===== src/pkg/lcd_host_pkg.sv =====
// shared constants and types of the lcd controller host interface
package lcd_host_pkg;

  // ----------------------------------------------------------------
  // timing
  // ----------------------------------------------------------------
  localparam int CLK_PERIOD_PS = 5000;
  localparam int ROW_TIME_NS   = 1000;
  localparam int ROW_TICKS_INT = (ROW_TIME_NS * 1000) / CLK_PERIOD_PS;
  localparam int ROW_TICKS     = (ROW_TICKS_INT < 1) ? 1 : ROW_TICKS_INT;
  localparam logic [7:0] ROW_TICK_LAST = 8'(ROW_TICKS - 1);

  // ----------------------------------------------------------------
  // transfer framing
  // ----------------------------------------------------------------
  localparam logic [3:0] LAST_NIBBLE     = 4'h1;
  localparam logic [3:0] LAST_BIT        = 4'h7;
  localparam logic [3:0] ROWS_LAST_DIV8  = 4'hf & 4'h7;
  localparam logic [3:0] ROWS_LAST_DIV16 = 4'hf;
  localparam int         ADDR_LSB        = 0;
  localparam int         ADDR_W          = 2;

  // ----------------------------------------------------------------
  // data pin roles
  // ----------------------------------------------------------------
  localparam int PIN_SI  = 0;
  localparam int PIN_PS  = 1;
  localparam int PIN_CAE = 2;
  localparam int PIN_SO  = 3;

  // ----------------------------------------------------------------
  // synchroniser vector layout
  // ----------------------------------------------------------------
  localparam int SY_STB   = 0;
  localparam int SY_CS    = 1;
  localparam int SY_CD    = 2;
  localparam int SY_D0    = 3;
  localparam int SY_CA0   = 7;
  localparam int SY_FSYNC = 9;
  localparam int SYNC_W   = 10;

  // ----------------------------------------------------------------
  // modes and states
  // ----------------------------------------------------------------
  typedef enum logic [2:0] {
    DP_WRITE = 3'h0,
    DP_AND   = 3'h1,
    DP_OR    = 3'h2,
    DP_CHAR  = 3'h3,
    DP_READ  = 3'h4
  } dp_mode_t;

  localparam dp_mode_t RST_DP_MODE = DP_WRITE;

  typedef enum logic [1:0] {
    ST_IDLE   = 2'h0,
    ST_MEMRD  = 2'h1,
    ST_CORE   = 2'h3,
    ST_FINISH = 2'h2
  } proc_state_t;

endpackage : lcd_host_pkg

===== src/design/frame_timer.sv =====
// lcd frame timing with master sync pulse and slave alignment
`timescale 1ns/1ps
module frame_timer (
  input  wire logic       i_mclk,
  input  wire logic       i_rst_n,
  input  wire logic       i_ce,
  input  wire logic       i_master,
  input  wire logic       i_div16,
  input  wire logic       i_sync_in,
  output logic            o_sync_pulse,
  output logic      [3:0] o_row_idx,
  output logic            o_lcd_ac
);

  typedef struct packed {
    logic [7:0] tick;
    logic [3:0] row;
    logic       ac;
    logic       pulse;
    logic       sync_prev;
  } ft_state_t;

  ft_state_t q;
  ft_state_t d;
  logic [3:0] row_last;
  logic       frame_end;

  // ----------------------------------------------------------------
  // counters
  // ----------------------------------------------------------------
  always_comb
  begin
    row_last  = i_div16 ? lcd_host_pkg::ROWS_LAST_DIV16 : lcd_host_pkg::ROWS_LAST_DIV8;
    frame_end = (q.tick == lcd_host_pkg::ROW_TICK_LAST) && (q.row == row_last);
    d = q;
    d.sync_prev = i_sync_in;
    if (q.tick == lcd_host_pkg::ROW_TICK_LAST)
    begin
      d.tick = 8'h00;
      d.row  = frame_end ? 4'h0 : q.row + 4'h1;
      d.ac   = frame_end ? ~q.ac : q.ac;
    end
    else
    begin
      d.tick = q.tick + 8'h01;
    end
    // slave: the pulse marks the master's last cycle, so restart at frame start (row 0, tick 0, ac toggled)
    if (!i_master && i_sync_in && !q.sync_prev)
    begin
      d.tick = 8'h00;
      d.row  = 4'h0;
      d.ac   = ~q.ac;
    end
    d.pulse = i_master && (d.tick == lcd_host_pkg::ROW_TICK_LAST) && (d.row == row_last);
  end

  always_ff @(posedge i_mclk)
  begin
    if (!i_rst_n)
      q <= '0;
    else if (i_ce)
      q <= d;
  end

  assign o_sync_pulse = q.pulse;
  assign o_row_idx    = q.row;
  assign o_lcd_ac     = q.ac;

endmodule : frame_timer


===== src/design/lcd_host_if.sv =====
// host interface of the lcd controller: parallel/serial port, busy, modes
`timescale 1ns/1ps
module lcd_host_if (
  input  wire logic       i_mclk,
  input  wire logic       i_rst_n,
  input  wire logic       i_ce,
  // host pins
  input  wire logic       i_strobe_in,
  input  wire logic       i_cs_n,
  input  wire logic       i_cmd_data,
  input  wire logic [3:0] i_data_pin,
  output logic      [3:0] o_data_pin,
  output logic      [3:0] o_data_oe_n,
  output logic            o_busy_n,
  output logic            o_busy_oe_n,
  input  wire logic       i_chip_addr_bit0,
  input  wire logic       i_chip_addr_bit1,
  // frame sync pin
  input  wire logic       i_sync_pin,
  output logic            o_sync_pin,
  output logic            o_sync_oe_n,
  // command decoder side
  output logic            o_cmd_valid,
  output logic      [7:0] o_cmd_byte,
  input  wire logic       i_dp_mode_set,
  input  wire logic [2:0] i_dp_mode,
  input  wire logic       i_disp_mode_set,
  input  wire logic       i_sync_master,
  input  wire logic       i_row_upper,
  input  wire logic       i_shared_as_rows,
  input  wire logic       i_div16,
  input  wire logic       i_core_done,
  // character generator
  output logic            o_char_valid,
  output logic      [7:0] o_char_code,
  // display memory
  output logic            o_mem_rd,
  input  wire logic       i_mem_rvalid,
  input  wire logic [7:0] i_mem_rdata,
  output logic            o_mem_wr,
  output logic      [7:0] o_mem_wdata,
  // display mode and status
  output logic            o_row_upper,
  output logic            o_shared_as_rows,
  output logic      [3:0] o_row_idx,
  output logic            o_lcd_ac,
  output logic            o_par_mode,
  output logic            o_addr_en
);

  typedef struct packed {
    logic                      par;
    logic                      cae;
    logic                      stb_prev;
    logic [3:0]                cnt;
    logic [7:0]                rx;
    logic [7:0]                hold;
    logic                      busy;
    lcd_host_pkg::proc_state_t st;
    logic                      addr_phase;
    logic                      sel_ok;
    lcd_host_pkg::dp_mode_t    mode;
    logic                      prefetched;
    logic                      mem_rd;
    logic                      mem_wr;
    logic [7:0]                wdata;
    logic                      cmd_valid;
    logic                      char_valid;
    logic [7:0]                code;
    logic [3:0]                dout;
    logic                      master;
    logic                      row_upper;
    logic                      shared_rows;
    logic                      div16;
  } host_state_t;

  host_state_t q;
  host_state_t d;

  logic [lcd_host_pkg::SYNC_W-1:0] sy;
  logic                            stb;
  logic                            cs_n;
  logic                            cd;
  logic [3:0]                      din;
  logic [1:0]                      strap;
  logic                            fsync_in;
  logic                            fsync_pulse;
  logic                            addr_en;
  logic                            selected;
  logic                            accept;
  logic                            rise;
  logic                            fall;
  logic                            last;
  logic [7:0]                      new_byte;

  // ----------------------------------------------------------------
  // decoding helpers
  // ----------------------------------------------------------------
  function automatic logic is_last_beat(input logic par, input logic [3:0] cnt);
    is_last_beat = par ? (cnt == lcd_host_pkg::LAST_NIBBLE)
                       : (cnt == lcd_host_pkg::LAST_BIT);
  endfunction : is_last_beat

  function automatic logic is_read(input lcd_host_pkg::dp_mode_t mode);
    is_read = (mode == lcd_host_pkg::DP_READ);
  endfunction : is_read

  // ----------------------------------------------------------------
  // pin synchronisers
  // ----------------------------------------------------------------
  pin_sync #(
    .WIDTH (lcd_host_pkg::SYNC_W)
  ) u_sync (
    .i_mclk  (i_mclk),
    .i_rst_n (i_rst_n),
    .i_ce    (i_ce),
    .i_async ({i_sync_pin, i_chip_addr_bit1, i_chip_addr_bit0, i_data_pin,
               i_cmd_data, i_cs_n, i_strobe_in}),
    .o_sync  (sy)
  );

  assign stb      = sy[lcd_host_pkg::SY_STB];
  assign cs_n     = sy[lcd_host_pkg::SY_CS];
  assign cd       = sy[lcd_host_pkg::SY_CD];
  assign din      = sy[lcd_host_pkg::SY_D0 +: 4];
  assign strap    = sy[lcd_host_pkg::SY_CA0 +: 2];
  assign fsync_in = sy[lcd_host_pkg::SY_FSYNC];

  // ----------------------------------------------------------------
  // frame timing
  // ----------------------------------------------------------------
  frame_timer u_frame (
    .i_mclk       (i_mclk),
    .i_rst_n      (i_rst_n),
    .i_ce         (i_ce),
    .i_master     (q.master),
    .i_div16      (q.div16),
    .i_sync_in    (fsync_in),
    .o_sync_pulse (fsync_pulse),
    .o_row_idx    (o_row_idx),
    .o_lcd_ac     (o_lcd_ac)
  );

  // ----------------------------------------------------------------
  // selection
  // ----------------------------------------------------------------
  always_comb
  begin
    addr_en  = q.par | q.cae;
    selected = !cs_n && (!addr_en || q.sel_ok);
    accept   = !cs_n && !q.busy && (!addr_en || q.addr_phase || q.sel_ok);
    rise     = stb && !q.stb_prev;
    fall     = !stb && q.stb_prev;
    last     = is_last_beat(q.par, q.cnt);
    new_byte = q.par ? {q.rx[7:4], din} : {q.rx[6:0], din[lcd_host_pkg::PIN_SI]};
  end

  // ----------------------------------------------------------------
  // next state
  // ----------------------------------------------------------------
  always_comb
  begin
    d = q;
    d.stb_prev   = stb;
    d.mem_rd     = 1'b0;
    d.mem_wr     = 1'b0;
    d.cmd_valid  = 1'b0;
    d.char_valid = 1'b0;

    if (i_dp_mode_set)
    begin
      d.mode       = lcd_host_pkg::dp_mode_t'(i_dp_mode);
      d.prefetched = 1'b0;
    end
    if (i_disp_mode_set)
    begin
      d.master      = i_sync_master;
      d.row_upper   = i_row_upper;
      d.shared_rows = i_shared_as_rows;
      d.div16       = i_div16;
    end

    // internal processing
    case (q.st)
      lcd_host_pkg::ST_IDLE:
      begin
        if (is_read(q.mode) && !q.prefetched && !i_dp_mode_set && q.cnt == 4'h0)
        begin
          d.mem_rd = 1'b1;
          d.busy   = 1'b1;
          d.st     = lcd_host_pkg::ST_MEMRD;
        end
      end
      lcd_host_pkg::ST_MEMRD:
      begin
        if (i_mem_rvalid)
        begin
          d.st = lcd_host_pkg::ST_FINISH;
          case (q.mode)
            lcd_host_pkg::DP_AND:
            begin
              d.wdata  = q.rx & i_mem_rdata;
              d.mem_wr = 1'b1;
            end
            lcd_host_pkg::DP_OR:
            begin
              d.wdata  = q.rx | i_mem_rdata;
              d.mem_wr = 1'b1;
            end
            default:
            begin
              d.hold       = i_mem_rdata;
              d.prefetched = 1'b1;
            end
          endcase
        end
      end
      lcd_host_pkg::ST_CORE:
      begin
        if (i_core_done)
          d.st = lcd_host_pkg::ST_FINISH;
      end
      lcd_host_pkg::ST_FINISH:
      begin
        d.busy = 1'b0;
        d.st   = lcd_host_pkg::ST_IDLE;
      end
      default:
      begin
        d.busy = 1'b0;
        d.st   = lcd_host_pkg::ST_IDLE;
      end
    endcase

    // byte transfer
    if (cs_n)
    begin
      d.cnt        = 4'h0;
      d.addr_phase = addr_en;
      d.sel_ok     = 1'b0;
    end
    else if (rise && accept)
    begin
      if (q.par && q.cnt == 4'h0)
        d.rx[7:4] = din;
      else if (!q.par)
        d.rx = new_byte;
      d.cnt = last ? 4'h0 : q.cnt + 4'h1;
      if (last)
      begin
        d.rx = new_byte;
        if (q.addr_phase)
        begin
          d.addr_phase = 1'b0;
          d.sel_ok = (new_byte[lcd_host_pkg::ADDR_LSB +: lcd_host_pkg::ADDR_W] == strap);
        end
        else
        begin
          d.busy = 1'b1;
          if (cd)
          begin
            d.cmd_valid = 1'b1;
            d.code      = new_byte;
            d.st        = lcd_host_pkg::ST_CORE;
          end
          else
          begin
            case (q.mode)
              lcd_host_pkg::DP_WRITE:
              begin
                d.wdata  = new_byte;
                d.mem_wr = 1'b1;
                d.st     = lcd_host_pkg::ST_FINISH;
              end
              lcd_host_pkg::DP_CHAR:
              begin
                d.char_valid = 1'b1;
                d.code       = new_byte;
                d.st         = lcd_host_pkg::ST_CORE;
              end
              default:
              begin
                d.mem_rd = 1'b1;
                d.st     = lcd_host_pkg::ST_MEMRD;
              end
            endcase
          end
        end
      end
    end
    else if (fall && accept && is_read(q.mode))
    begin
      if (q.par)
        d.dout = (q.cnt == 4'h0) ? q.hold[7:4] : q.hold[3:0];
      else
        d.dout[lcd_host_pkg::PIN_SO] = q.hold[3'(lcd_host_pkg::LAST_BIT - q.cnt)];
    end

    // straps are caught every cycle of reset, so the last one before release wins
    if (!i_rst_n)
    begin
      d = '0;
      d.mode       = lcd_host_pkg::RST_DP_MODE;
      d.st         = lcd_host_pkg::ST_IDLE;
      d.par        = din[lcd_host_pkg::PIN_PS];
      d.cae        = !din[lcd_host_pkg::PIN_PS] && din[lcd_host_pkg::PIN_CAE];
      d.addr_phase = 1'b1;
      // idle strobe level, so no false rise follows release
      d.stb_prev   = stb;
    end
  end

  always_ff @(posedge i_mclk)
  begin
    if (!i_rst_n || i_ce)
      q <= d;
  end

  // ----------------------------------------------------------------
  // pin drivers
  // ----------------------------------------------------------------
  always_comb
  begin
    o_data_oe_n = 4'hf;
    if (selected && is_read(q.mode))
    begin
      if (q.par)
        o_data_oe_n = 4'h0;
      else
        o_data_oe_n[lcd_host_pkg::PIN_SO] = 1'b0;
    end
  end

  assign o_data_pin       = q.dout;
  assign o_busy_n         = !q.busy;
  assign o_busy_oe_n      = !selected;
  assign o_sync_pin       = fsync_pulse;
  assign o_sync_oe_n      = !q.master;
  assign o_cmd_valid      = q.cmd_valid;
  assign o_cmd_byte       = q.code;
  assign o_char_valid     = q.char_valid;
  assign o_char_code      = q.code;
  assign o_mem_rd         = q.mem_rd;
  assign o_mem_wr         = q.mem_wr;
  assign o_mem_wdata      = q.wdata;
  assign o_row_upper      = q.row_upper;
  assign o_shared_as_rows = q.shared_rows;
  assign o_par_mode       = q.par;
  assign o_addr_en        = addr_en;

endmodule : lcd_host_if


===== src/design/pin_sync.sv =====
// two flip-flop synchroniser for a vector of pin inputs
`timescale 1ns/1ps
module pin_sync #(
  parameter int WIDTH = 1
) (
  input  wire logic             i_mclk,
  input  wire logic             i_rst_n,
  input  wire logic             i_ce,
  input  wire logic [WIDTH-1:0] i_async,
  output logic      [WIDTH-1:0] o_sync
);

  // ----------------------------------------------------------------
  // per-bit stages
  // ----------------------------------------------------------------
  genvar g;
  generate
    for (g = 0; g < WIDTH; g++)
    begin : g_bit
      logic meta_q;
      logic stab_q;
      always_ff @(posedge i_mclk)
      begin
        // runs through reset so the straps reach the core before release
        if (!i_rst_n || i_ce)
        begin
          meta_q <= i_async[g];
          stab_q <= meta_q;
        end
      end
      assign o_sync[g] = stab_q;
    end
  endgenerate

endmodule : pin_sync


===== config.mk =====
export PLATFORM = sky130hd
export DESIGN_NAME = lcd_host_if
export DESIGN_NICKNAME = d
export VERILOG_FILES = /design/src/pkg/lcd_host_pkg.sv /design/src/design/frame_timer.sv /design/src/design/lcd_host_if.sv /design/src/design/pin_sync.sv
export SDC_FILE = /design/constraint.sdc
export NUM_CORES = 1
export LEC_CHECK = 0
export BUFFER_PORTS_ARGS = -buffer_cell sky130_fd_sc_hd__clkbuf_2
export CAP_MARGIN = 20
export CORE_AREA = 5 5 139 75
export CTS_CLUSTER_SIZE = 16
export DETAILED_ROUTE_END_ITERATION = 7
export DIE_AREA = 0 0 144 80
export PLACE_DENSITY_LB_ADDON = 0.05
export REMOVE_ABC_BUFFERS = 1
export SYNTH_ARGS = -nofsm -noshare
export SYNTH_HDL_FRONTEND = slang
export SYNTH_SLANG_ARGS = --single-unit

===== constraint.sdc =====
create_clock -name i_mclk -period 6.1 [get_ports i_mclk]
set_input_delay 0 -clock i_mclk [delete_from_list [all_inputs] [get_ports i_mclk]]
set_output_delay 0 -clock i_mclk [all_outputs]
set_load 0.05 [all_outputs]

== Word-level counts from Yosys, hierarchy flattened ==
Cells that the tools add are included.

* Flip-flop bits (word level): 95
* Output and inout bits: 49

* Add/subtract/negate cells: 4
* Magnitude comparators: 1
* Mux-type cells: 61
* Reduce and logical (&&, ||, !) cells: 58
* Bitwise logic cells: 7
* Equality and inequality tests: 33

{| class="wikitable"
|+ Operator list
! operator !! number
|-
| $mux W8 || 9
|-
| $mux W20 || 3
|-
| $mux W4 || 11
|-
| $mux W9 || 4
|-
| $mux W24 || 1
|-
| $logic_and A1 B1 Y1 || 19
|-
| $pmux W9 S2 || 1
|-
| $eq A8 B8 Y1 const B || 2
|-
| $ne A2 B1 Y1 const B || 8
|-
| $reduce_and A4 Y1 || 4
|-
| $mux W3 || 5
|-
| $mux W5 || 3
|-
| $mux W1 || 13
|-
| $mux W13 || 1
|-
| $logic_not A1 Y1 || 12
|-
| $mux W12 || 1
|-
| $ne A3 B1 Y1 const B || 4
|-
| $mux W10 || 1
|-
| $reduce_and A5 Y1 || 2
|-
| $add A4 B1 Y4 const B || 2
|-
| $add A8 B1 Y8 const B || 1
|-
| $and A8 B8 Y8 || 1
|-
| $eq A4 B4 Y1 || 2
|-
| $mux W2 || 4
|-
| 32 further kinds || 50
|}

== Depth between registers and ports, before layout ==
Gate-level depths: netlist (run 1).

* Word-level depth: 12
* Depth in mapped cells: 8

== By module ==
Synthesis (run 1) repeated with hierarchy kept, for this count alone.

* Cells, all modules: 459
* Area, all modules: 5014.8 um^2

{| class="wikitable"
|+ Modules (own cells, without submodules)
! module !! times used !! area each (um^2) !! cells each !! sequential area each (um^2)
|-
| lcd_host_if || 1 || 3388.2 || 313 || 1801.7
|-
| frame_timer || 1 || 944.7 || 115 || 300.3
|-
| pin_sync || 1 || 681.9 || 31 || 600.6
|}

== Worst setup path before layout (run 1) ==
OpenSTA, ideal clock, no wires.

* Kind: reg-to-reg
* From: register q, in the netlist o_par_mode
* To: register q, in the netlist o_char_code[0], enable pin
* Arrival: 2700 ps
* Slack: 3016 ps
* Path buffers: 2
* Cell stages (with the launch flop): 8
* Data required time: 5716 ps
* Clock period less this slack: 3084 ps
* Cells stage by stage: edfxtp_1 buf_4 or3b_1 a211o_1 buf_6 nor4_4 o21ai_0 o21ai_0

* Word-level cells in the longest chain between the ends: 8

{| class="wikitable"
|+ RTL lines
! item !! RTL line !! text
|-
| start: declaration || lcd_host_if.sv:77 || <nowiki>host_state_t q;</nowiki>
|-
| start signal: assignment || lcd_host_if.sv:316 || <nowiki>q <= d;</nowiki>
|-
| $or A1 B1 Y1 || lcd_host_if.sv:149 || <nowiki>addr_en = q.par | q.cae;</nowiki>
|-
| $logic_not A1 Y1 || lcd_host_if.sv:151 || <nowiki>accept = !cs_n && !q.busy && (!addr_en || q.addr_phase || q.sel_ok);</nowiki>
|-
| $logic_or A1 B1 Y1 (2 in series) || lcd_host_if.sv:151 ||
|-
| $logic_and A1 B1 Y1 || lcd_host_if.sv:151 ||
|-
| $logic_and A1 B1 Y1 || lcd_host_if.sv:242 || <nowiki>else if (rise && accept)</nowiki>
|-
| $ne A2 B1 Y1 (no source line) || n/a ||
|-
| $reduce_and A6 Y1 (no source line) (*) || n/a ||
|}

Mark *: on every way between the ends. The rest lies on a longest branch, timed or not.
A chain may end at the register's enable or synchronous reset.

== Worst setup path after layout (run 1) ==
* From: register q, in the netlist o_par_mode
* To: register q, in the netlist o_char_code[5], enable pin

The elaborated chain is that of the path after synthesis.

==> impl_results.md, run 1 <==
* Outcome: finished, final reports clean
* Post-CTS sizing at 0
* Layout cells sized above 1 at between 20% and 30%
* Initial antenna violation count at 0
* Clk sinks at 95
* CTS Root Cell: clkbuf_16
* Die Wd at 144 um
* Cell Count, Final, Fillers Out at approximately 630
* Setup_tns at 0 ns
* Largest family of logic cells by synthesized area: simple AND/OR/NAND/NOR gates
* Max Slew Vio Count at 0
* Syn Area/Cell at 11.05 um2
* First-pass GRT wire length at approximately 18000 um
* Max clock buf depth at 2
* Nets at between 500 and 600
* Overall Power at 1585 uW
* Multiplexer area fraction after synthesis at 4.531%
* Arrival @ worst endpoint at 3.56 ns
* Commonest cells after routing, fill and taps aside: 80 x clkbuf_2, 80 x edfxtp_1, 46 x nor2_1
* Crit-path most repeated cell: o21ai_0
* Core ar. at 9102 um2
* Cts bufs inserted at 9
* Sequential area share after synthesis at 56.25%
* Post-CTS setup repair buffer count at 0
* HP Class: input port to flop
* Register bit total from synthesis at 95
* Final setup violation count at 0
* Total gr overflow at 0
* Pleak at 0.002209 uW
* Buffer and inverter count on the worst path at 0
* Final Skew at 0.008944 ns
* Cells after Synth at 435
* # diodes at 0
* Die area at 11520 um2
* Adder-Cell Fraction of Synth Area at 1.875%
* GRT Resource Usage Total at 21.22%
* Warnings from Yosys at 0
* CTS tree: yes
* Placer congestion estimate at approximately 0.85
* Final Worst Setup Slack at 2.520 ns
* Crit Path Category: flop to flop
* Gate family responsible for the most delay along the worst path: compound AO/OA/AOI/OAI gates
* Fill cell count at 742
* Async S/R FF share, synth at 0%
* Synth unique cells at 55
* Post-route ant nets at 0
* Initial Utilization at a little over half
* Row cnt at 25
* Hold-fix buffers at CTS at 25
* DRT Pass-1 Iters at 5
* Via count at 3539
* Ys flop type: edfxtp_1
* Max cap viols at 0
* Unrepaired setup endpoints after global routing: no
* DR vias/cell at 5.626
* Number of flops mapped to enable cells by yosys at 80
* Initial drt markers at 513
* DRT Wirelength at 11650 um
* Pwr Density at ~280 nW/um2
* IO Count at ~80
* Clock Latency Late Sink at between 0.3 and 0.4 ns
* H-tree levels at 3
* Cell chain of the critical path: or3b_1 > a211o_1 > nor4_4 > o21ai_0 > o21ai_0
* Placed insts at 588
* Slowest CP cell: o21ai_0
* Largest stage delay, worst path at a little over 0.9 ns
* Worst vdd ir at 0.0001893 V
* Reg clk slew, reported paths at 0.07 ns
* Fmax at 279.4 MHz
* Pin count of the biggest net entering global routing at 40
* Crit share post-route at 58.68%
* Area grow syn2layout at 16.33%
* Worst Max-Slew Pin Slew at 1.083 ns
* Synth Area in XOR/XNOR at 1.641%
* Rel. slew slack at 27.07%
* Synth Area in Simple Gates at 17.60%
* Die H at 80 um
* Tmin final at 3.580 ns
* Critical Path RT at 6.08 ns
* IO Port Bufs at 80
* Critical path fanouts, max at 18
* Post-DR wirelength/cell at ~19 um
* Crit start category: flop
* DRC at 0
* Pre-CTS setup slack at approximately 2.6 ns
* Final hold viol count at 0
* Number of global-route vias before repair at 3283
* Dpl hpwl at 8467 um
* Synth Area in Compound Gates at 9.740%
* Crit end category: flop
* Synthesized area at 4805 um2
cell type report:
class	count	area [um2]	share of cell area, %
Inverter	17	63.81	1.142
Clock inverter	6	50.05	0.8955
Multi-Input combinational cell	271	1712	30.62
Clock buffer	10	229.0	4.097
Timing Repair Buffer	109	680.7	12.18
Sequential cell	95	2703	48.35
Tap cell	121	151.4	2.709
path summary, 6_finish.rpt:
check | start | end | slack [ns] | cells after the start
hold / removal | i_dp_mode_set | q[29] | 0.05 | 2
hold reg to reg | u_sync.g_bit[7].meta_q | u_sync.g_bit[7].stab_q | 0.42 | 0
setup reg to reg | o_par_mode | o_char_code[5] | 2.52 | 5
setup / recovery | o_par_mode | o_char_code[5] | 2.52 | 5
power by group:
part	internal, uW	leakage [uW]	switching (uW)	total [uW]
Sequential	761	0.000950	46.1	807
Combinational	80.6	0.00112	157	238
Clock	283	0.000136	256	539
Total	1130	0.00221	459	1580
cell families (layout without fill, tap and decap cells):
kind of cell               count (synthesis)  after routing
xor gates and xnor gates                   9              9
DFF                                       95             95
AOI/OAI and AO/OA                         76             76
and+or+nand+nor                          159            159
buffers and inverters                     69            142
muxes                                     19             19
adders and majority gates                  8              8
metrics by stage:
step | area, um2 | util (%) | hold WS, ns
floorplan | 4467 | - | 0.09887
global placement | 5060 | 55.59 | 0.1777
detailed placement | 5060 | 55.59 | 0.1786
CTS | 5589 | 61.40 | 0.03842
global route | 5589 | 61.40 | 0.05753
finish | 5589 | 61.40 | 0.05380
sequential cells by signal, summed over array words and instances, names as in the netlist:
register and cells:
o_char_code 8, o_char_valid 1, o_cmd_valid 1, o_data_pin 4, o_mem_rd 1, o_mem_wdata 8
o_mem_wr 1, o_par_mode 1, o_row_upper 1, o_shared_as_rows 1, q 33, u_frame.o_lcd_ac 1
u_frame.o_row_idx 4, u_frame.o_sync_pulse 1, u_frame.q 9, u_sync.g_bit.meta_q 10, u_sync.g_bit.stab_q 10
cell usage after synthesis (all sizes together), types with 8 or more instances:
library cell	number	share of area, %
dfxtp	15	6.3
and2	13	1.7
nor2	46	3.6
a211oi	11	1.7
a21oi	18	1.9
inv	16	1.3
nand3	9	0.94
and3	9	1.2
nor2b	10	1.3
buf	39	6.0
nand2	31	2.4
clkbuf	13	1.0
nor3	8	0.94
mux2i	15	3.1
o21ai	25	2.6
edfxtp	80	50
per-layer routing:
layer | routed length [um] | track usage [%]
met1 | 5959 | 33.97
met2 | 4404 | 26.72
met3 | 1192 | 7.301
met4 | 90 | 4.793
met5 | 0 | 0
Power figures use the tool's default switching activity.
==> run 2, diff against run 1 <==
--- a/config.mk
+++ b/config.mk
@@ -7,10 +7,10 @@
 export LEC_CHECK = 0
 export BUFFER_PORTS_ARGS = -buffer_cell sky130_fd_sc_hd__clkbuf_2
 export CAP_MARGIN = 20
-export CORE_AREA = 5 5 139 75
+export CORE_AREA = 5 5 144 77
 export CTS_CLUSTER_SIZE = 16
 export DETAILED_ROUTE_END_ITERATION = 7
-export DIE_AREA = 0 0 144 80
+export DIE_AREA = 0 0 149 82
 export PLACE_DENSITY_LB_ADDON = 0.05
 export REMOVE_ABC_BUFFERS = 1
 export SYNTH_ARGS = -nofsm -noshare
==> constraint.sdc (replaced) <==
create_clock -name i_mclk -period 2.95 [get_ports i_mclk]
set_input_delay 0 -clock i_mclk [delete_from_list [all_inputs] [get_ports i_mclk]]
set_output_delay 0 -clock i_mclk [all_outputs]
set_load 0.05 [all_outputs]
==> run 2 against run 1 <==
Against the previous run:
- design area rose by 2.1%
- combinational power grew 110%
- sequential share of layout area is 1.0 points lower
- power increased by 120%
- first-iteration DRC count shrank 34%
- die area grew 6.1%
- sequential power rose by 110%
- via count is 0.48% lower
- hold slack worse by 0.036 ns
- maximum frequency up 32%
- wire length up 0.10%
- largest power group unchanged
==> impl_results.md, run 2 (synthesized netlist as in run 1, its figures left out) <==
* Initial Utilization at 48.90% (was 52.78%)
* H-tree levels at 3 (unchanged)
* Max clock buf depth at 2 (unchanged)
* FF+latch area at 2703 um2 (unchanged)
* Clock Latency Late Sink at 0.34 ns (was 0.35 ns)
* Critical Path RT at 3.01 ns (was 6.08 ns)
* Max cap viols at 0 (unchanged)
* Gate family responsible for the most delay along the worst path: compound AO/OA/AOI/OAI gates (unchanged)
* DR vias/cell at 5.377 (was 5.626)
* Arrival @ worst endpoint at 2.78 ns (was 3.56 ns)
* First-pass GRT wire length at 18300 um (was 18020 um)
* Core ar. at 9824 um2 (was 9102 um2)
* # diodes at 0 (unchanged)
* Layout cells sized above 1 at 23.69% (was 22.24%)
* Die Wd at 149 um (was 144 um)
* Rel. slew slack at 42.59% (was 27.07%)
* Largest Register: q (unchanged)
* Cts bufs inserted at 9 (unchanged)
* GRT Resource Usage Total at 19.92% (was 21.22%)
* Via count at 3522 (was 3539)
* Final hold viol count at 0 (unchanged)
* Pwr Density at 603.1 nW/um2 (was 283.5 nW/um2)
* Post-DR wirelength/cell at 17.80 um (was 18.52 um)
* Crit end category: flop (unchanged)
* Number of global-route vias before repair at 3282 (was 3283)
* DRC at 0 (unchanged)
* Worst vdd ir at 0.0002576 V (was 0.0001893 V)
* Unrepaired setup endpoints after global routing: no (unchanged)
* Reg clk slew, reported paths at 0.07 ns (about the same)
* Multi-input logic area at 1707 um2 (was 1712 um2)
* Nets at 546 (was 539)
* Critical path fanouts, max at 9 (was 18)
* Buffer and inverter count on the worst path at 1 (was 0)
* Max Slew Vio Count at 0 (unchanged)
* Commonest cells after routing, fill and taps aside: 80 x clkbuf_2, 80 x edfxtp_1, 46 x nor2_1 (unchanged)
* HP Class: input port to flop (unchanged)
* Area grow syn2layout at 18.78% (was 16.33%)
* Fmax at 367.6 MHz (was 279.4 MHz)
* Outcome: finished, final reports clean (unchanged)
* Final Skew at 0.005153 ns (was 0.008944 ns)
* Post-route ant nets at 0 (unchanged)
* Final setup violation count at 0 (unchanged)
* Crit Path Category: flop to flop (unchanged)
* CTS tree: yes (unchanged)
* Row cnt at 26 (was 25)
* Largest stage delay, worst path at 0.55 ns (was 0.93 ns)
* Worst Max-Slew Pin Slew at 0.8522 ns (was 1.083 ns)
* Initial drt markers at 339 (was 513)
* DRT Wirelength at 11660 um (was 11650 um)
* IO Count at 81 (unchanged)
* Die area at 12220 um2 (was 11520 um2)
* Final Worst Setup Slack at 0.2294 ns (was 2.520 ns)
* Crit start category: flop (unchanged)
* Fin area at 5707 um2 (was 5589 um2)
* Pleak at 0.002269 uW (was 0.002209 uW)
* Pre-CTS setup slack at 0.3342 ns (was 2.586 ns)
* Tmin final at 2.721 ns (was 3.580 ns)
* Placed cell areas at 5146 um2 (was 5060 um2)
* Fill cell count at 865 (was 742)
* Pin count of the biggest net entering global routing at 38 (was 40)
* Total gr overflow at 0 (unchanged)
* Placer congestion estimate at 0.8788 (was 0.8534)
* Cell chain of the critical path: nor2_1 > o2111ai_1 > nor4_4 > o21ai_0 > o21ai_0 > buf_4 (was or3b_1 > a211o_1 > nor4_4 > o21ai_0 > o21ai_0)
* Top Registers: q: 33 flops, u_sync.g_bit.meta_q: 10 flops, u_sync.g_bit.stab_q: 10 flops (unchanged)
* Slowest CP cell: edfxtp_1 (was o21ai_0)
* IO Port Bufs at 80 (unchanged)
* Clk sinks at 95 (unchanged)
* Hold slack at 0.01757 ns (was 0.05380 ns)
* Die H at 82 um (was 80 um)
* Initial antenna violation count at 0 (unchanged)
* Number of flip-flops in the largest register at 33 (unchanged)
* Crit-path most repeated cell: o21ai_0 (unchanged)
* Dpl hpwl at 8601 um (was 8467 um)
* CTS Root Cell: clkbuf_16 (unchanged)
* Crit share post-route at 92.22% (was 58.68%)
* DRT Pass-1 Iters at 5 (unchanged)
==> run 2: cell types whose count changed in the layout (fill, tap and decap cells not counted), moves of 2 or more <==
cell	previous run	this run
buf_4	4	13
bufinv_16	0	2
clkinv_4	0	2
dlygate4sd3_1	25	23
inv_6	3	1
==> run 2: metrics by stage <==
stage	power, uW	TNS [ns]	utilization [%]	instances
finish	3442	0	58.09	655
global route	3580	0	58.09	655
CTS	3466	0	58.09	655
detailed placement	2169	0	52.38	616
global placement	2162	0	52.38	616
floorplan	1991	-2.146	-	383
==> run 2: worst paths after layout <==
check                           end                    from  depth (start not counted)  slack, ns
max                  o_char_code[6]  u_sync.g_bit[1].stab_q                          6       0.23
min reg2reg  u_sync.g_bit[9].stab_q  u_sync.g_bit[9].meta_q                          0       0.42
min                           q[38]          i_mem_rdata[1]                          2       0.02
max reg2reg          o_char_code[6]  u_sync.g_bit[1].stab_q                          6       0.23
==> run 2: final cells by class <==
type                    count  area share, %
inverters                  17          1.118
clock buffers              10          4.188
repair buffers            116          12.76
flip-flops and latches     95          47.36
multi-input cells         271          29.91
well taps                 140          3.070
clock inverters             6          1.601
==> run 2: routing by layer <==
layer / part of all wire [%] / vias up / GRT usage (%)
met4: 0.79 / 0 / 4.292
li1: - / 1691 / -
met3: 9.2 / 9 / 6.009
met1: 52 / 1682 / 31.92
met5: 0 / - / 0
met2: 38 / 140 / 25.78
==> run 2: repair_timing <==
action	in CTS	in global routing
resized for setup	0	0
buffers inserted	0	0
endpoints found under the hold margin	23	0
hold buffers	23	0
==> run 2: report_power, final <==
| part | total, uW | internal, uW | switching [uW] | leakage [uW] |
|---|---|---|---|---|
| logic | 508 | 174 | 334 | 0.00116 |
| registers | 1660 | 1570 | 86.1 | 0.000950 |
| clock network | 1270 | 770 | 504 | 0.000163 |
| total | 3440 | 2520 | 923 | 0.00227 |
==> run 3, diff against run 2 <==
--- a/config.mk
+++ b/config.mk
@@ -5,12 +5,13 @@
 export SDC_FILE = /design/constraint.sdc
 export NUM_CORES = 1
 export LEC_CHECK = 0
-export BUFFER_PORTS_ARGS = -buffer_cell sky130_fd_sc_hd__clkbuf_2
+export ABC_AREA = 1
+export BUFFER_PORTS_ARGS = -buffer_cell sky130_fd_sc_hd__buf_2
 export CAP_MARGIN = 20
-export CORE_AREA = 5 5 144 77
+export CORE_AREA = 5 5 145 78
 export CTS_CLUSTER_SIZE = 16
 export DETAILED_ROUTE_END_ITERATION = 7
-export DIE_AREA = 0 0 149 82
+export DIE_AREA = 0 0 150 83
 export PLACE_DENSITY_LB_ADDON = 0.05
 export REMOVE_ABC_BUFFERS = 1
 export SYNTH_ARGS = -nofsm -noshare
==> run 3 against run 2 <==
Against the previous run:
- via count is 12% higher
- combinational power is 7.5% higher
- design area is 0.90% higher
- largest cell class unchanged
- maximum frequency is 14% higher
- register-to-register slack better by 0.34 ns
==> impl_results.md, run 3 <==
* Outcome: finished, final reports clean (unchanged)
* Warnings from Yosys at 0 (unchanged)
* Pwr Density at 586.3 nW/um2 (was 603.1 nW/um2)
* Slowest CP cell: o21ai_1 (was edfxtp_1)
* Clock Latency Late Sink at 0.34 ns (about the same)
* DRT Pass-1 Iters at 5 (unchanged)
* Max cap viols at 0 (unchanged)
* Crit end category: flop (unchanged)
* Largest stage delay, worst path at 0.60 ns (was 0.55 ns)
* Max Slew Vio Count at 0 (unchanged)
* Hold slack at 0.04472 ns (was 0.01757 ns)
* Core ar. at 9889 um2 (was 9824 um2)
* CTS Root Cell: clkbuf_16 (unchanged)
* Post-synth top area share at 49.24% (was 50.00%)
* Pin count of the biggest net entering global routing at 40 (was 38)
* Syn Area/Cell at 9.034 um2 (was 11.05 um2)
* Post-synth top cells: 118 x nand2_1, 80 x edfxtp_1, 74 x inv_1 (was 80 x edfxtp_1, 46 x nor2_1, 35 x buf_4)
* DRT Wirelength at 12480 um (was 11660 um)
* Initial drt markers at 277 (was 339)
* Largest Register: q (unchanged)
* Final core occ at 58.22% (was 58.09%)
* Internal at 2397 uW (was 2519 uW)
* Synth top area cells: edfxtp_1 49%, nand2_1 9.1%, dfxtp_1 6.2%, inv_1 5.7%, buf_4 5.2% (was edfxtp_1 50%, dfxtp_1 6.3%, buf_4 5.5%, nor2_1 3.6%, mux2i_1 3.1%)
* Commonest non-fill, non-tap cell in the layout: nand2_1
* Worst vdd ir at 0.0002912 V (was 0.0002576 V)
* Synthesized area at 4878 um2 (was 4805 um2)
* Ys flop type: edfxtp_1 (unchanged)
* Rel. slew slack at 52.71% (was 42.59%)
* Synth unique cells at 37 (was 55)
* Pleak at 0.002620 uW (was 0.002269 uW)
* Area leader, netlist: edfxtp_1 (unchanged)
* Number of flip-flops in the largest register at 33 (unchanged)
* Clk sinks at 95 (unchanged)
* Total gr overflow at 0 (unchanged)
* Global route hottest layer: met1 (unchanged)
* Global routing usage on met2 at 26.24% (was 25.78%)
* Final Skew at 0.005398 ns (was 0.005153 ns)
* Placed cell areas at 5199 um2 (was 5146 um2)
* Gate family responsible for the most delay along the worst path: compound AO/OA/AOI/OAI gates (unchanged)
* Die area at 12450 um2 (was 12220 um2)
* CTS tree: yes (unchanged)
* Cells after Synth at 540 (was 435)
* Sw Pwr at 978.9 uW (was 923.3 uW)
* Area grow syn2layout at 18.03% (was 18.78%)
* Post-CTS setup repair buffer count at 0 (unchanged)
* Row cnt at 26 (unchanged)
* HP Class: input port to flop (unchanged)
* Cell chain of the critical path: o21ai_0 > nand4_2 > nor2_4 > o21ai_2 > o21ai_1 (was nor2_1 > o2111ai_1 > nor4_4 > o21ai_0 > o21ai_0 > buf_4)
* Register bit total from synthesis at 95 (unchanged)
* Fmax at 420.2 MHz (was 367.6 MHz)
* Dpl hpwl at 9346 um (was 8601 um)
* Crit share post-route at 80.68% (was 92.22%)
* Clock share of power at 34.9% (was 37.0%)
* IO Count at 81 (unchanged)
* Net switching fraction of the power at 29.00% (was 26.83%)
* Number of flops mapped to enable cells by yosys at 80 (unchanged)
* DR vias/cell at 5.153 (was 5.377)
* Crit start category: flop (unchanged)
* Cts bufs inserted at 9 (unchanged)
* Layout cells sized above 1 at 19.17% (was 23.69%)
* Fin area at 5758 um2 (was 5707 um2)
* Crit Path Category: flop to flop (unchanged)
* Setup_tns at 0 ns (unchanged)
* Worst Max-Slew Pin Slew at 0.7046 ns (was 0.8522 ns)
* Arrival @ worst endpoint at 2.36 ns (was 2.78 ns)
* Unrepaired setup endpoints after global routing: no (unchanged)
* Die Wd at 150 um (was 149 um)
* Initial antenna violation count at 0 (unchanged)
* Overall Power at 3376 uW (was 3442 uW)
* Nets at 657 (was 546)
* DRC at 0 (unchanged)
* Max clock buf depth at 2 (unchanged)
* First-pass GRT wire length at 19950 um (was 18300 um)
* Grt met1 use at 32.79% (was 31.92%)
* Tmin final at 2.380 ns (was 2.721 ns)
* Post-CTS sizing at 0 (unchanged)
* Final setup violation count at 0 (unchanged)
* Sequential area share after synthesis at 55.40% (was 56.25%)
* Via count at 3947 (was 3522)
* Async S/R FF share, synth at 0% (unchanged)
* GRT Resource Usage Total at 20.67% (was 19.92%)
* Placer congestion estimate at 0.9222 (was 0.8788)
* Initial Utilization at 49.33% (was 48.90%)
* H-tree levels at 3 (unchanged)
* Flop pwr share at 48.9% (was 48.2%)
* Post-DR wirelength/cell at 16.29 um (was 17.80 um)
* # diodes at 0 (unchanged)
* Number of global-route vias before repair at 3722 (was 3282)
* Reg clk slew, reported paths at 0.07 ns (about the same)
* Top-count cell post-synth: nand2_1 (was edfxtp_1)
* Critical path fanouts, max at 9 (unchanged)
* Final hold viol count at 0 (unchanged)
* Critical Path RT at 2.93 ns (was 3.01 ns)
* Fill cell count at 912 (was 865)
* Buffer and inverter count on the worst path at 0 (was 1)
* Hold-fix buffers at CTS at 26 (was 23)
* Top Registers: q: 33 flops, u_sync.g_bit.meta_q: 10 flops, u_sync.g_bit.stab_q: 10 flops (unchanged)
* IO Port Bufs at 80 (unchanged)
* Comb power frac at 16.2% (was 14.8%)
* Post-route ant nets at 0 (unchanged)
* Die H at 83 um (was 82 um)
* Commonest cells after routing, fill and taps aside: 118 x nand2_1, 80 x buf_2, 80 x edfxtp_1 (was 80 x clkbuf_2, 80 x edfxtp_1, 46 x nor2_1)
* Met3 Use GR at 7.236% (was 6.009%)
-- run 3: kinds of logic after synthesis --
family                     Yosys count  synth area share (%)
and+or+nand+nor                    234                 20.72
DFF                                 95                 55.40
muxes                                5                 1.026
buffers and inverters              119                 12.00
xor gates and xnor gates             5                0.8978
AOI/OAI and AO/OA                   77                 8.720
adders and majority gates            5                 1.231
-- run 3: metrics by stage --
step / setup WS, ns / instances
floorplan: 0.2734 / 499
global placement: 0.7309 / 724
detailed placement: 0.5719 / 724
CTS: 0.5801 / 766
global route: 0.4051 / 766
finish: 0.5699 / 766
-- run 3: path summary, 6_finish.rpt --
kind | from | end | slack, ns | cells after the start
hold reg to reg | u_sync.g_bit[3].meta_q | u_sync.g_bit[3].stab_q | 0.42 | 0
setup / recovery | q[54] | o_char_code[3] | 0.57 | 5
setup reg to reg | q[54] | o_char_code[3] | 0.57 | 5
hold / removal | i_dp_mode_set | q[31] | 0.04 | 3
-- run 3: final cells by class --
type                       count  area (um2)  area share, %
clock inverter                 6       70.07          1.217
inverter                      78       292.8          5.085
multi-input combinational    326        1590          27.62
sequential                    95        2703          46.94
clock buffer                  10       229.0          3.977
timing repair buffer         111       698.2          12.13
tap                          140       175.2          3.042
-- run 3: tightest hold or removal path: stages --
cell	delay, ns
buf_2	0.11
nand2_1	0.08
nor2_1	0.08
-- run 3: power by group through the flow --
stage	clock [uW]	sequential, uW	combinational, uW
floorplan	0	1770	243
global placement	0	1670	509
detailed placement	0	1680	515
CTS	1200	1650	544
global route	1260	1660	598
finish	1180	1650	546
-- run 3: layer usage --
metal  part of all wire, %  up-vias
met2                    37      212
met4                   1.0        0
met5                     0        -
met1                    50     1805
li1                      -     1916
met3                    12       14
